`src/design/trapc_pkg.sv`:
```
// package: constants, states and carriers of the trap and control unit
package trapc_pkg;

  // ****************************************
  // timing
  // ****************************************
  localparam int unsigned CLK_MHZ      = 100;
  localparam int unsigned BUSTMO_US    = 10;
  localparam int unsigned BUSTMO_CYC   = BUSTMO_US * CLK_MHZ;
  localparam int unsigned INIT_TIME_MS = 20;

  // ****************************************
  // opcodes
  // ****************************************
  localparam logic [15:0] OP_HALT     = 16'h0000;
  localparam logic [15:0] OP_WAIT     = 16'h0001;
  localparam logic [15:0] OP_RTI      = 16'h0002;
  localparam logic [15:0] OP_BPT      = 16'h0003;
  localparam logic [15:0] OP_IOT      = 16'h0004;
  localparam logic [15:0] OP_RESET    = 16'h0005;
  localparam logic [15:0] CC_MASK     = 16'hFFE0;
  localparam logic [15:0] CC_BASE     = 16'h00A0;
  localparam logic [15:0] CC_NOP_CLR  = 16'h00A0;
  localparam logic [15:0] CC_NOP_SET  = 16'h00B0;
  localparam logic [7:0]  EMT_HI      = 8'h88;
  localparam logic [7:0]  UTRAP_HI    = 8'h89;
  localparam logic [9:0]  JMP_HI      = 10'h001;
  localparam logic [6:0]  JSR_HI      = 7'h04;
  localparam logic [2:0]  MODE_REG    = 3'h0;
  localparam int unsigned CC_SET_BIT  = 4;
  localparam int unsigned PSW_T_BIT   = 4;

  // ****************************************
  // trap vectors and stack limit
  // ****************************************
  localparam logic [15:0] VEC_BUS     = 16'h0004;
  localparam logic [15:0] VEC_RSVD    = 16'h0008;
  localparam logic [15:0] VEC_TRACE   = 16'h000C;
  localparam logic [15:0] VEC_IOT     = 16'h0010;
  localparam logic [15:0] VEC_PWR     = 16'h0014;
  localparam logic [15:0] VEC_EMT     = 16'h0018;
  localparam logic [15:0] VEC_UTRAP   = 16'h001C;
  localparam logic [15:0] STK_LIMIT   = 16'h0100;
  localparam logic [15:0] WORD_STEP   = 16'h0002;

  // ****************************************
  // register map and reset values
  // ****************************************
  localparam logic [7:0]  ADDR_STATUS = 8'h00;
  localparam logic [7:0]  ADDR_CTRL   = 8'h04;
  localparam logic [7:0]  ADDR_PSW    = 8'h08;
  localparam logic [7:0]  ADDR_PC     = 8'h0C;
  localparam logic [7:0]  ADDR_SP     = 8'h10;
  localparam logic [7:0]  ADDR_CAUSE  = 8'h14;
  localparam int unsigned CTRL_CONT   = 0;
  localparam logic [15:0] PSW_RST     = 16'h0000;
  localparam logic [15:0] PC_RST      = 16'h0000;
  localparam logic [15:0] SP_RST      = 16'h1000;

  typedef enum logic [3:0] {
    ST_IDLE    = 4'h0,
    ST_INIT    = 4'h1,
    ST_WAIT    = 4'h2,
    ST_HALT    = 4'h3,
    ST_PUSH_PS = 4'h4,
    ST_PUSH_PC = 4'h5,
    ST_VEC_PC  = 4'h6,
    ST_VEC_PS  = 4'h7,
    ST_POP_PC  = 4'h8,
    ST_POP_PS  = 4'h9
  } trapc_state_t;

  typedef struct packed {
    logic [15:0] opcode;
    logic [15:0] next_pc;
    logic [15:0] psw_res;
    logic [15:0] sp_res;
    logic        stk_ovf;
    logic        bus_err;
    logic        unassigned;
  } trapc_exec_t;

  typedef struct packed {
    logic        req;
    logic        we;
    logic [15:0] addr;
    logic [15:0] wdata;
  } trapc_mreq_t;

endpackage

```
`src/design/trapc_timer.sv`:
```
// cycle timer: flags every cycle of a run from the LIMIT-th cycle on, until run drops
module trapc_timer
  import trapc_pkg::*;
#(
  parameter int unsigned LIMIT = 1000
) (
  // clock and reset
  input  wire logic pclk,
  input  wire logic presetn,
  // control
  input  wire logic run,
  output logic      expired
);

  localparam int unsigned W = $clog2(LIMIT + 1);
  localparam logic [W-1:0] LAST = W'(LIMIT - 1);

  logic [W-1:0] cnt_r;
  logic [W-1:0] cnt_nxt;

  always_comb begin
    cnt_nxt = '0;
    if (run) begin
      cnt_nxt = (cnt_r == LAST) ? cnt_r : cnt_r + 1'b1;
    end
    expired = run && (cnt_r == LAST);
  end

  always_ff @(posedge pclk or negedge presetn) begin
    if (!presetn) begin
      cnt_r <= '0;
    end else begin
      cnt_r <= cnt_nxt;
    end
  end

endmodule

```
`src/design/trapc_unit.sv`:
```
// trap and control unit: condition codes, control ops, traps, apb console
// Functional notes
// - selected condition flags set or cleared by bit4
// - fixed codes clear or set single flags
// - codes selecting no flag change nothing
// - ORed operators change all selected flags together
// - bus reset pulses init, flags kept
// - wait stops fetches until an interrupt
// - interrupt ending wait stacks following address
// - halt stops, ends transfer, grants console
// - halted: keep pc, continue resumes, no init
// - trap pushes status then pc, loads vector
// - emulator trap range uses vector word 30
// - user trap range uses vector 34
// - io executive vector 20, breakpoint vector 14
// - return pops pc then status word
// - unassigned vector 10, register jumps vector 04
// - stack below limit: finish, then trap
// - odd address or bus timeout traps
// - trace bit traps after next instruction
// - trace flag latched at fetch
// - traced overflow: trace first, then overflow
// - no interrupt until first handler instruction done
// - traced wait traps immediately
// - bus error while stacking halts
//
// Chosen here: register access over APB and the register addresses.
module trapc_unit
  import trapc_pkg::*;
#(
  parameter int unsigned INIT_CYCLES = INIT_TIME_MS * 1000 * CLK_MHZ
) (
  // clock and reset
  input  wire logic        pclk,
  input  wire logic        presetn,
  // apb slave
  input  wire logic        psel,
  input  wire logic        penable,
  input  wire logic        pwrite,
  input  wire logic [7:0]  paddr,
  input  wire logic [31:0] pwdata,
  output logic [31:0]      prdata,
  output logic             pready,
  output logic             pslverr,
  // datapath hand-off
  input  wire trapc_exec_t exec,
  input  wire logic        exec_valid,
  output logic             exec_ready,
  input  wire logic [15:0] r0_value,
  output logic [15:0]      pc_out,
  output logic [15:0]      psw_out,
  output logic [15:0]      sp_out,
  // system bus
  output logic             mem_req,
  output logic             mem_we,
  output logic [15:0]      mem_addr,
  output logic [15:0]      mem_wdata,
  input  wire logic [15:0] mem_rdata,
  input  wire logic        mem_ack,
  output logic             bus_init,
  input  wire logic        irq,
  input  wire logic [15:0] irq_vec,
  output logic             irq_ack,
  input  wire logic        pwr_fail,
  // console
  output logic             console_grant,
  output logic [15:0]      console_data,
  output logic [15:0]      console_addr
);

  // ****************************************
  // pin synchronisers
  // ****************************************
  logic        ack_s1, ack_s;
  logic        irq_s1, irq_s;
  logic        pf_s1, pf_s, pf_d;
  logic [15:0] ivec_s1, ivec_s;

  always_ff @(posedge pclk or negedge presetn) begin
    if (!presetn) begin
      ack_s1  <= 1'b0;
      ack_s   <= 1'b0;
      irq_s1  <= 1'b0;
      irq_s   <= 1'b0;
      pf_s1   <= 1'b0;
      pf_s    <= 1'b0;
      pf_d    <= 1'b0;
      ivec_s1 <= 16'h0000;
      ivec_s  <= 16'h0000;
    end else begin
      ack_s1  <= mem_ack;
      ack_s   <= ack_s1;
      irq_s1  <= irq;
      irq_s   <= irq_s1;
      pf_s1   <= pwr_fail;
      pf_s    <= pf_s1;
      pf_d    <= pf_s;
      ivec_s1 <= irq_vec;
      ivec_s  <= ivec_s1;
    end
  end

  // ****************************************
  // state
  // ****************************************
  trapc_state_t st_r, st_nxt;
  trapc_mreq_t  mreq_r, mreq_nxt;
  logic [15:0]  psw_r, psw_nxt, pc_r, pc_nxt, sp_r, sp_nxt;
  logic [15:0]  vec_r, vec_nxt, rdat_r, rdat_nxt, caddr_r, caddr_nxt;
  logic [15:0]  cdata_r, cdata_nxt;
  logic         tflag_r, tflag_nxt, trc_r, trc_nxt, ovf_r, ovf_nxt;
  logic         pf_r, pf_nxt, kovf_r, kovf_nxt, inh_r, inh_nxt;
  logic         busy_r, busy_nxt, ack_r, ack_nxt, init_r, init_nxt;
  logic         cont_r, cont_nxt;
  logic [31:0]  prd_r, prd_nxt;
  logic         tmo, init_done, accept, is_acc, acc_we, acc_err, done;
  logic         apb_wr, mapped, irq_ok;
  logic [15:0]  acc_addr, acc_wdata, op, wval;
  logic [3:0]   ccsel;

  trapc_timer #(.LIMIT(BUSTMO_CYC)) u_bus_tmo (
    .pclk    (pclk),
    .presetn (presetn),
    .run     (mreq_r.req),
    .expired (tmo)
  );

  trapc_timer #(.LIMIT(INIT_CYCLES)) u_init_tmr (
    .pclk    (pclk),
    .presetn (presetn),
    .run     (st_r == ST_INIT),
    .expired (init_done)
  );

  assign op     = exec.opcode;
  assign ccsel  = op[3:0];
  assign apb_wr = psel && penable && pwrite;
  assign mapped = (paddr == ADDR_STATUS) || (paddr == ADDR_CTRL) || (paddr == ADDR_PSW) ||
                  (paddr == ADDR_PC) || (paddr == ADDR_SP) || (paddr == ADDR_CAUSE);
  assign wval   = pwdata[15:0];
  assign irq_ok = irq_s && !inh_r;
  assign exec_ready = (st_r == ST_IDLE) && !trc_r && !ovf_r && !pf_r && !irq_ok;
  assign accept = exec_valid && exec_ready;

  always_comb begin
    st_nxt = st_r;      psw_nxt = psw_r;     pc_nxt = pc_r;       sp_nxt = sp_r;
    vec_nxt = vec_r;    rdat_nxt = rdat_r;   caddr_nxt = caddr_r; mreq_nxt = mreq_r;
    tflag_nxt = tflag_r; trc_nxt = trc_r;    ovf_nxt = ovf_r;     kovf_nxt = kovf_r;
    pf_nxt = pf_r || (pf_s && !pf_d);
    inh_nxt = inh_r;    busy_nxt = busy_r;   ack_nxt = 1'b0;      cdata_nxt = cdata_r;
    is_acc = 1'b1;      acc_we = 1'b0;       acc_addr = sp_r;     acc_wdata = psw_r;
    acc_err = 1'b0;     done = 1'b0;
    unique case (st_r)
      ST_PUSH_PS: begin
        acc_we   = 1'b1;
        acc_addr = sp_r - WORD_STEP;
      end
      ST_PUSH_PC: begin
        acc_we    = 1'b1;
        acc_addr  = sp_r - WORD_STEP;
        acc_wdata = pc_r;
      end
      ST_VEC_PC: acc_addr = vec_r;
      ST_VEC_PS: acc_addr = vec_r + WORD_STEP;
      ST_POP_PC, ST_POP_PS: acc_addr = sp_r;
      default: is_acc = 1'b0;
    endcase
    // interlocked access: raise req, wait ack, drop req, wait ack low
    if (is_acc) begin
      if (!busy_r) begin
        if (acc_addr[0]) begin
          acc_err = 1'b1;
        end else begin
          busy_nxt = 1'b1;
          mreq_nxt = '{req: 1'b1, we: acc_we, addr: acc_addr, wdata: acc_wdata};
          if (acc_we) begin
            sp_nxt = acc_addr;
            if (acc_addr < STK_LIMIT && !kovf_r) begin
              ovf_nxt = 1'b1;
            end
          end
        end
      end else if (mreq_r.req) begin
        if (ack_s) begin
          mreq_nxt.req = 1'b0;
          rdat_nxt     = mem_rdata;
        end else if (tmo) begin
          acc_err = 1'b1;
        end
      end else if (!ack_s) begin
        busy_nxt = 1'b0;
        done     = 1'b1;
      end
    end
    if (acc_err) begin
      busy_nxt     = 1'b0;
      mreq_nxt.req = 1'b0;
    end
    unique case (st_r)
      ST_IDLE: begin
        if (trc_r) begin
          trc_nxt  = 1'b0;
          kovf_nxt = 1'b0;
          vec_nxt  = VEC_TRACE;
          inh_nxt  = 1'b1;
          st_nxt   = ST_PUSH_PS;
        end else if (ovf_r) begin
          ovf_nxt  = 1'b0;
          kovf_nxt = 1'b1;
          vec_nxt  = VEC_BUS;
          inh_nxt  = 1'b1;
          st_nxt   = ST_PUSH_PS;
        end else if (pf_r) begin
          // a new power edge in the same cycle keeps the request pending
          pf_nxt   = pf_s && !pf_d;
          kovf_nxt = 1'b0;
          vec_nxt  = VEC_PWR;
          inh_nxt  = 1'b1;
          st_nxt   = ST_PUSH_PS;
        end else if (irq_ok) begin
          ack_nxt  = 1'b1;
          kovf_nxt = 1'b0;
          vec_nxt  = ivec_s;
          inh_nxt  = 1'b1;
          st_nxt   = ST_PUSH_PS;
        end else if (accept) begin
          tflag_nxt = psw_r[PSW_T_BIT];
          pc_nxt    = exec.next_pc;
          kovf_nxt  = 1'b0;
          inh_nxt   = 1'b1;
          st_nxt    = ST_PUSH_PS;
          if (exec.bus_err) begin
            vec_nxt = VEC_BUS;
          end else if (op == OP_HALT) begin
            // stop and hand the bus over
            inh_nxt   = 1'b0;
            caddr_nxt = exec.next_pc - WORD_STEP;
            cdata_nxt = r0_value;
            st_nxt    = ST_HALT;
          end else if (op == OP_WAIT) begin
            if (psw_r[PSW_T_BIT]) begin
              vec_nxt = VEC_TRACE;
            end else begin
              inh_nxt = 1'b0;
              st_nxt  = ST_WAIT;
            end
          end else if (op == OP_RESET) begin
            inh_nxt = 1'b0;
            trc_nxt = psw_r[PSW_T_BIT];
            st_nxt  = ST_INIT;
          end else if (op == OP_RTI) begin
            inh_nxt = 1'b0;
            st_nxt  = ST_POP_PC;
          end else if (op == OP_BPT) begin
            vec_nxt = VEC_TRACE;
          end else if (op == OP_IOT) begin
            vec_nxt = VEC_IOT;
          end else if (op[15:8] == EMT_HI) begin
            vec_nxt = VEC_EMT;
          end else if (op[15:8] == UTRAP_HI) begin
            vec_nxt = VEC_UTRAP;
          // register mode jumps and unassigned codes
          end else if ((op[15:6] == JMP_HI || op[15:9] == JSR_HI) && op[5:3] == MODE_REG) begin
            vec_nxt = VEC_BUS;
          end else if (exec.unassigned) begin
            vec_nxt = VEC_RSVD;
          end else if ((op & CC_MASK) == CC_BASE) begin
            // masked set or clear of selected flags
            inh_nxt = 1'b0;
            st_nxt  = ST_IDLE;
            trc_nxt = psw_r[PSW_T_BIT];
            psw_nxt[3:0] = op[CC_SET_BIT] ? (psw_r[3:0] | ccsel) : (psw_r[3:0] & ~ccsel);
          end else begin
            inh_nxt = 1'b0;
            st_nxt  = ST_IDLE;
            psw_nxt = exec.psw_res;
            sp_nxt  = exec.sp_res;
            trc_nxt = psw_r[PSW_T_BIT];
            ovf_nxt = exec.stk_ovf;
          end
        end
      end
      ST_INIT: begin
        if (init_done) begin
          st_nxt = ST_IDLE;
        end
      end
      ST_WAIT: begin
        // pc already holds the following address
        if (irq_s) begin
          ack_nxt  = 1'b1;
          kovf_nxt = 1'b0;
          vec_nxt  = ivec_s;
          inh_nxt  = 1'b1;
          st_nxt   = ST_PUSH_PS;
        end
      end
      ST_HALT: begin
        if (cont_r) begin
          st_nxt = ST_IDLE;
        end else if (apb_wr && paddr == ADDR_PSW) begin
          psw_nxt = wval;
        end else if (apb_wr && paddr == ADDR_PC) begin
          pc_nxt = wval;
        end else if (apb_wr && paddr == ADDR_SP) begin
          sp_nxt = wval;
        end
      end
      // status then pc pushed, vector loaded
      ST_PUSH_PS: if (done) st_nxt = ST_PUSH_PC;
      ST_PUSH_PC: if (done) st_nxt = ST_VEC_PC;
      ST_VEC_PC: begin
        if (done) begin
          pc_nxt = rdat_r;
          st_nxt = ST_VEC_PS;
        end
      end
      ST_VEC_PS: begin
        if (done) begin
          psw_nxt = rdat_r;
          st_nxt  = ST_IDLE;
        end
      end
      ST_POP_PC: begin
        if (done) begin
          pc_nxt = rdat_r;
          sp_nxt = sp_r + WORD_STEP;
          st_nxt = ST_POP_PS;
        end
      end
      ST_POP_PS: begin
        if (done) begin
          psw_nxt = rdat_r;
          sp_nxt  = sp_r + WORD_STEP;
          st_nxt  = ST_IDLE;
        end
      end
      default: st_nxt = ST_IDLE;
    endcase
    if (acc_err) begin
      if (st_r == ST_POP_PC || st_r == ST_POP_PS) begin
        vec_nxt  = VEC_BUS;
        kovf_nxt = 1'b0;
        inh_nxt  = 1'b1;
        st_nxt   = ST_PUSH_PS;
      end else begin
        caddr_nxt = pc_r - WORD_STEP;
        cdata_nxt = r0_value;
        st_nxt    = ST_HALT;
      end
    end
    init_nxt = (st_nxt == ST_INIT);
  end

  // apb: read data is latched in the setup cycle, zero wait states
  always_comb begin
    cont_nxt = apb_wr && (paddr == ADDR_CTRL) && pwdata[CTRL_CONT];
    prd_nxt  = prd_r;
    if (psel && !penable) begin
      prd_nxt = 32'h0000_0000;
      unique case (paddr)
        ADDR_STATUS: prd_nxt[10:0] = {tflag_r, trc_r, ovf_r, pf_r, inh_r, busy_r,
                                      init_r, st_r};
        ADDR_PSW:    prd_nxt[15:0] = psw_r;
        ADDR_PC:     prd_nxt[15:0] = pc_r;
        ADDR_SP:     prd_nxt[15:0] = sp_r;
        ADDR_CAUSE:  prd_nxt[15:0] = vec_r;
        default:     prd_nxt = 32'h0000_0000;
      endcase
    end
  end

  always_ff @(posedge pclk or negedge presetn) begin
    if (!presetn) begin
      st_r <= ST_IDLE;    psw_r <= PSW_RST;    pc_r <= PC_RST;       sp_r <= SP_RST;
      vec_r <= 16'h0000;  rdat_r <= 16'h0000;  caddr_r <= 16'h0000;  cdata_r <= 16'h0000;
      mreq_r <= '0;       tflag_r <= 1'b0;     trc_r <= 1'b0;        ovf_r <= 1'b0;
      pf_r <= 1'b0;       kovf_r <= 1'b0;      inh_r <= 1'b0;        busy_r <= 1'b0;
      ack_r <= 1'b0;      init_r <= 1'b0;      cont_r <= 1'b0;       prd_r <= 32'h0000_0000;
    end else begin
      st_r <= st_nxt;     psw_r <= psw_nxt;    pc_r <= pc_nxt;       sp_r <= sp_nxt;
      vec_r <= vec_nxt;   rdat_r <= rdat_nxt;  caddr_r <= caddr_nxt; cdata_r <= cdata_nxt;
      mreq_r <= mreq_nxt; tflag_r <= tflag_nxt; trc_r <= trc_nxt;    ovf_r <= ovf_nxt;
      pf_r <= pf_nxt;     kovf_r <= kovf_nxt;  inh_r <= inh_nxt;     busy_r <= busy_nxt;
      ack_r <= ack_nxt;   init_r <= init_nxt;  cont_r <= cont_nxt;   prd_r <= prd_nxt;
    end
  end

  // ****************************************
  // outputs
  // ****************************************
  assign prdata        = prd_r;
  assign pready        = 1'b1;
  assign pslverr       = psel && penable && !mapped;
  assign pc_out        = pc_r;
  assign psw_out       = psw_r;
  assign sp_out        = sp_r;
  assign mem_req       = mreq_r.req;
  assign mem_we        = mreq_r.we;
  assign mem_addr      = mreq_r.addr;
  assign mem_wdata     = mreq_r.wdata;
  assign bus_init      = init_r;
  assign irq_ack       = ack_r;
  assign console_grant = (st_r == ST_HALT);
  assign console_data  = cdata_r;
  assign console_addr  = caddr_r;

  // ****************************************
  // assertions
  // ****************************************
  cc_set_a: assert property (@(posedge pclk) disable iff (!presetn)
    accept && st_nxt == ST_IDLE && (op & CC_MASK) == CC_BASE && op[CC_SET_BIT]
    |=> (psw_r[3:0] & $past(ccsel)) == $past(ccsel))
    else $error("selected flags not set");
  cc_nop_a: assert property (@(posedge pclk) disable iff (!presetn)
    accept && !exec.bus_err && (op == CC_NOP_CLR || op == CC_NOP_SET)
    |=> $stable(psw_r[3:0]))
    else $error("no-operation code changed flags");
  wait_nobus_a: assert property (@(posedge pclk) disable iff (!presetn)
    st_r == ST_WAIT |-> !mem_req && !exec_ready)
    else $error("bus used during wait");
  halt_console_a: assert property (@(posedge pclk) disable iff (!presetn)
    st_r == ST_HALT |-> !mem_req && console_grant && !bus_init)
    else $error("halt did not release bus");
  push_pre_a: assert property (@(posedge pclk) disable iff (!presetn)
    $rose(mem_req) && mem_we |-> sp_r == mem_addr && $past(sp_r) == mem_addr + WORD_STEP)
    else $error("push not predecremented");
  emt_vec_a: assert property (@(posedge pclk) disable iff (!presetn)
    accept && !exec.bus_err && op[15:8] == EMT_HI
    |=> st_r == ST_PUSH_PS && vec_r == VEC_EMT)
    else $error("emulator trap vector wrong");
  irq_inhib_a: assert property (@(posedge pclk) disable iff (!presetn)
    st_r == ST_IDLE && inh_r |=> !irq_ack)
    else $error("interrupt taken while inhibited");
  wait_trace_a: assert property (@(posedge pclk) disable iff (!presetn)
    accept && !exec.bus_err && op == OP_WAIT && psw_r[PSW_T_BIT]
    |=> st_r == ST_PUSH_PS && vec_r == VEC_TRACE)
    else $error("traced wait did not trap");
  stack_err_a: assert property (@(posedge pclk) disable iff (!presetn)
    acc_err && (st_r == ST_PUSH_PS || st_r == ST_PUSH_PC) |=> st_r == ST_HALT)
    else $error("stacking bus error did not halt");

endmodule
```
`config.mk`:
```
export PLATFORM = sky130hd
export DESIGN_NAME = trapc_unit
export DESIGN_NICKNAME = d
export VERILOG_FILES = /design/src/design/trapc_pkg.sv /design/src/design/trapc_timer.sv /design/src/design/trapc_unit.sv
export SDC_FILE = /design/constraint.sdc
export NUM_CORES = 1
export LEC_CHECK = 0
export BUFFER_PORTS_ARGS = -buffer_cell sky130_fd_sc_hd__buf_2
export CORE_UTILIZATION = 40
export CTS_CLUSTER_SIZE = 20
export DETAILED_ROUTE_END_ITERATION = 8
export GPL_ROUTABILITY_DRIVEN = 0
export SKIP_LAST_GASP = 1
export SYNTH_ARGS = -nofsm -noshare
export SYNTH_HDL_FRONTEND = slang
export SYNTH_SLANG_ARGS = --single-unit
export TNS_END_PERCENT = 20
```
`constraint.sdc`:
```
create_clock -name pclk -period 3.85 [get_ports pclk]
set_clock_uncertainty 0.2 [all_clocks]
set_input_delay 0.9625 -clock pclk [delete_from_list [all_inputs] [get_ports pclk]]
set_output_delay 0.9625 -clock pclk [all_outputs]
set_load 0.05 [all_outputs]
```
== Yosys cells after proc, flatten, opt, wreduce, memory -nomap -nowiden ==
Index checks and enable logic that the tools add are counted.

* $add $sub $neg: 7
* Order comparisons: 1
* Eq/ne operators: 53
* Muxes and demuxes: 239
* Bitwise logic cells: 9
* Reduce and logical (&&, ||, !) cells: 56

{| class="wikitable"
|+ Operator list
! operator !! number
|-
| 2-to-1 mux 16 bit || 94
|-
| one-hot mux 16 bit (3 select lines) || 4
|-
| 2-to-1 mux 1 bit || 97
|-
| 2-to-1 mux 4 bit || 21
|-
| 2-to-1 mux 34 bit || 2
|-
| one-hot mux 11 bit (5 select lines) || 1
|-
| subtractor 16 x 2 -> 16 bit, second input constant || 3
|-
| 2-to-1 mux 21 bit || 2
|-
| inequality test 2 bit, second input constant || 21
|-
| one-hot mux 4 bit (9 select lines) || 1
|-
| 2-to-1 mux 33 bit || 1
|-
| adder 16 x 2 -> 16 bit, second input constant || 2
|-
| equality test 16 x 2 -> 1 bit, second input constant || 2
|-
| equality test 16 x 3 -> 1 bit, second input constant || 2
|-
| one-hot mux 16 bit (2 select lines) || 1
|-
| 2-to-1 mux 3 bit || 8
|-
| adder 21 x 1 -> 21 bit, second input constant || 1
|-
| equality test 21 bit, second input constant || 1
|-
| AND reduction 21 bit || 1
|-
| logical AND 1 bit || 20
|-
| 2-to-1 mux 10 bit || 2
|-
| one-hot mux 5 bit (4 select lines) || 1
|-
| AND reduction 20 bit || 1
|-
| equality test 16 x 1 -> 1 bit, second input constant || 1
|-
| 37 further kinds || 75
|}

* Flip-flop bits (word level): 245
* Input port bits: 164
* Output and inout bits: 152
* Word-level logic and storage cells: 400

== Logic depth before layout (Yosys ltp) ==
* Depth after elaboration: 28
* Mapped depth: 11
* Depth with buffers taken out: 9

== Cells and area by module ==
Synthesis repeated with hierarchy kept, for this count alone.

* Cell total of the unflattened synthesis: 1426
* Area total of the unflattened synthesis: 13608.1 um^2

{| class="wikitable"
|+ Modules (own cells, without submodules)
! module !! instances !! cells each !! area each (um^2) !! seq. area each (um^2)
|-
| trapc_unit || 1 || 1240 || 11890.2 || 5356.4
|-
| trapc_timer (u_init_tmr) || 1 || 129 || 1198.6 || 525.5
|-
| trapc_timer (u_bus_tmo) || 1 || 57 || 519.2 || 250.2
|}

== Least setup slack after synthesis ==
Ideal clock, no wire load.

* Path kind: input port to flip-flop
* Start: input port exec[63] in the netlist's numbering
* End: register cdata_r[10] (netlist: console_data[10])
* Library setup time: 125 ps
* Arrival time: 2907 ps
* Data required time: 3525 ps
* Setup slack: 618 ps
* Cell stages on the path: 7
* Buffers on the path: 1
* Cell sequence: nor3_1 -> and2_1 -> nand2_1 -> nor4_4 -> a21oi_2 -> buf_6 -> mux2_4

* Longest elaborated chain between the ends: 11

{| class="wikitable"
|+ RTL lines
! item !! line !! source
|-
| start: declaration || trapc_unit.sv:46 || <nowiki>input wire trapc_exec_t exec,</nowiki>
|-
| zero test 16 bit (*) || trapc_unit.sv:234 || <nowiki>end else if (op == OP_HALT) begin</nowiki>
|-
| 2-to-1 mux 16 bit (*) || trapc_unit.sv:234 ||
|-
| 2-to-1 mux 16 bit (*) || trapc_unit.sv:232 || <nowiki>if (exec.bus_err) begin</nowiki>
|-
| 2-to-1 mux 16 bit (*) || trapc_unit.sv:226 || <nowiki>end else if (accept) begin</nowiki>
|-
| 2-to-1 mux 16 bit (*) || trapc_unit.sv:220 || <nowiki>end else if (irq_ok) begin</nowiki>
|-
| 2-to-1 mux 16 bit (*) || trapc_unit.sv:213 || <nowiki>end else if (pf_r) begin</nowiki>
|-
| 2-to-1 mux 16 bit (*) || trapc_unit.sv:207 || <nowiki>end else if (ovf_r) begin</nowiki>
|-
| 2-to-1 mux 16 bit (*) || trapc_unit.sv:201 || <nowiki>if (trc_r) begin</nowiki>
|-
| 2-to-1 mux 16 bit (*) || trapc_unit.sv:199 || <nowiki>unique case (st_r)</nowiki>
|-
| 2-to-1 mux 16 bit || trapc_unit.sv:341 || <nowiki>if (st_r == ST_POP_PC || st_r == ST_POP_PS) begin</nowiki>
|-
| 2-to-1 mux 16 bit (*) || trapc_unit.sv:340 || <nowiki>if (acc_err) begin</nowiki>
|-
| via cdata_nxt[10] || trapc_unit.sv:110 || <nowiki>logic [15:0] cdata_r, cdata_nxt;</nowiki>
|-
| end signal: assignment || trapc_unit.sv:382 || <nowiki>vec_r <= vec_nxt; rdat_r <= rdat_nxt; caddr_r <= caddr_nxt; cdata_r <= cdata_nxt;</nowiki>
|-
| end: declaration || trapc_unit.sv:110 ||
|}

The timed path passes the listed nets; every way through them passes the cells marked *.
A chain may end at the register's enable or synchronous reset.

== Worst setup path after layout ==
* Start: register st_r[2]
* End: output port console_grant

* Longest elaborated chain between the ends: 1

{| class="wikitable"
|+ RTL lines
! item !! line !! source
|-
| start: declaration || trapc_unit.sv:106 || <nowiki>trapc_state_t st_r, st_nxt;</nowiki>
|-
| start signal: assignment || trapc_unit.sv:381 || <nowiki>st_r <= st_nxt; psw_r <= psw_nxt; pc_r <= pc_nxt; sp_r <= sp_nxt;</nowiki>
|-
| equality test 4 x 2 -> 1 bit || trapc_unit.sv:404 || <nowiki>assign console_grant = (st_r == ST_HALT);</nowiki>
|-
| end: declaration || trapc_unit.sv:66 || <nowiki>output logic console_grant,</nowiki>
|}

No other way between the ends.

==> run metrics <==
Worst R2R Setup Slack 490 ps; DP Worst Slack 294.3 ps; # rows 67; Max FO, Critical Path 15; setup_tns 0 ps; Worst slew margin approximately 22%; fin crit share 95.30%; clock buffer depth 3; final antenna-violating net count 0; Critical Path End Type primary output; most common cell after layout, fill and taps aside buf_2; Detail Placement HPWL about 35,000 um; Synth Area in Simple Gates 19.35%; Hold Worst Slack 143.2 ps; core area approximately 0.034 sq mm; DIE HEIGHT 188.0 um; share of the synthesized area in the top cell type 44.13%; pwr/cell area around 880 mW/mm^2; via count 12,620; most frequent cells in the layout 280 x buf_2, 244 x dfrtp_1, 162 x nand2_1, 105 x o21ai_0, 103 x nor2_1; Critical R2R Capture psw_out[14]; Max Slew Vio Count 0; final worst setup slack 180.8 ps; mean post-synth cell area 9.398 sq um; share of layout cells above drive strength 1 27.16%; vias in the first global route 11,800; Ports around 320; startpoint type of the worst setup path register; top cell type by total area after synthesis dfrtp_1; register area 0.006132 sq mm; Post-Synthesis Cells 1,472; Adder-Cell Fraction of Synth Area 0.6331%; # H-tree levels 1; CTS tree built; DRT iter0 DRCs 1,198; drt drc 0; max_cap viols 0; total CTS buffers 27; initial core utilization 40.95%; Largest register FFs 21; Filler Cell Count 3,208; DRT Wirelength 46,980 um; Final Hold Viols 0; number of flops mapped to enable cells by yosys 0; critical path class reg -> out; critical path arrival 2510 ps; Async SR Flop Fraction 100.0%; Seq/Total Area, Yosys 44.32%; mux cell area share after synthesis 9.560%; Top reg by flops u_init_tmr.cnt_r; WL per Instance 21.20 um; first-pass iteration count of the detailed router 6; initial antenna violation count 5; vias per inst 5.694; placed inst area 0.01583 sq mm; final setup fails 0; Leakage 7.488 nW; Slew @ Worst Pin 1164 ps; outcome finished, final reports clean; setup repair after global routing missed its margin false; post-layout minimum cycle time 3669 ps; first-pass GRT wire length 70,900 um; area grow syn2layout 21.84%; DIE WIDTH around 190 um; synth unique cells 75; Synth area leaders dfrtp_1 44%, mux2_2 4.6%, nand2_1 4.4%; Critical Path RT 2690 ps; clk_lat worst skew 550 ps; area of the die 0.03533 sq mm; multi-input logic area ~0.007 sq mm; Primary FF master, synth dfrtp_1; fmax around 270 MHz; mapped cell area 0.01383 sq mm; Hold Path Stages 0; final instance area between 0.015 and 0.02 sq mm; VDD IR max 532.1 uV; GRT Total Usage approximately 26%; largest family of logic cells by synthesized area simple AND/OR/NAND/NOR gates; Synth Register Bits 245; Overall Power 14.76 mW; clk root buf clkbuf_16; Synth Area in Compound Gates 16.52%; Hold WC Path Type reg -> reg; Reg2Reg Launch Point st_r[1]; Synth Area in XOR/XNOR 4.622%; Reg clk slew, reported paths 60 ps; pin count of the biggest net entering global routing ~120; IO buf count 281; R2R depth 9; worst min-delay path startpoint ivec_s1[7]; yosys warns 0; Final nets 1,918; clk sinks 245; GRT overflow 0; Hold EP ivec_s[7]
routing by layer:
metal | wire, um | up-vias | global-route usage, %
li1 | - | 5851 | -
met1 | 19850 | 6040 | 35.53
met2 | 21550 | 630 | 40.95
met3 | 4155 | 94 | 5.708
met4 | 1418 | 2 | 7.942
met5 | 9 | - | 0
critical path, cell delays in order (launching register included):
cell	delay, ps
dfrtp_1	650
nor2_1	160
nand3_1	310
clkinvlp_4	470
buf_2	360
final cells by class:
cell class | count | share of cell area (%)
sequential | 245 | 36.38
clock inverter | 14 | 1.551
clock buffer | 35 | 4.424
timing repair buffer | 346 | 11.46
antenna | 1 | 0.01485
inverter | 31 | 0.7126
tap | 448 | 3.325
multi-input combinational | 1096 | 42.13
where the power goes:
group | internal (mW) | switching (mW) | total [mW]
sequential | 3.42 | 1.10 | 4.51
clock | 1.84 | 1.10 | 2.94
combinational | 2.44 | 4.87 | 7.31
cells by family after synthesis:
kind of cell / after synthesis
muxes: 120
and+or+nand+nor: 529
buffers and inverters: 147
other: 2
AOI/OAI and AO/OA: 349
xor gates and xnor gates: 73
adders and majority gates: 7
DFF: 245
per-stage QoR:
stage | utilization, % | cells
3_3_place_gp | 46.86 | 2165
2_1_floorplan | - | 1488
3_5_place_dp | 46.86 | 2165
5_1_grt | 49.89 | 2216
4_1_cts | 49.88 | 2215
6_report | 49.89 | 2216
what timing repair did:
action                     in CTS  in global routing
setup endpoints to repair       0                  1
hold endpoints to repair        4                  0
resized for setup               0                  1
setup buffers                   0                  0
hold buffers                    1                  0
synthesized netlist by cell type, types with 8 or more instances:
cell      number
nand2_1      163
nor3_1        35
and3_1        12
and2_1        27
o31ai_1       19
mux2_2        57
nor2b_1       12
buf_2         12
a221oi_1      13
a221o_1       33
o21ai_0      106
inv_1         31
mux2i_1       53
clkbuf_1      66
dfrtp_1      244
a22o_1        13
nor3b_1        9
mux2_4        10
a31oi_1       10
nand2b_1      15
nand4_1       17
o211ai_1       9
or4_1         10
nor2_1       104
xor2_1        32
nor4_1        21
or3_1         12
a21oi_1       79
nand3b_1       8
nand3_1       50
a22oi_1       20
xnor2_1       41
buf_4         23
buf_1         11
worst max-delay path by stage:
stage | start | to | slack, ps | cells after the start
floorplan | exec[63] | console_data[10] | 620 | 7
global placement | paddr[0] | psw_out[7] | 320 | 10
detailed placement | paddr[0] | psw_out[14] | 290 | 10
CTS | st_r[2] | console_grant | 60 | 4
global route | st_r[2] | console_grant | 130 | 4
finish | st_r[2] | console_grant | 180 | 4
Power figures use the tool's default switching activity.
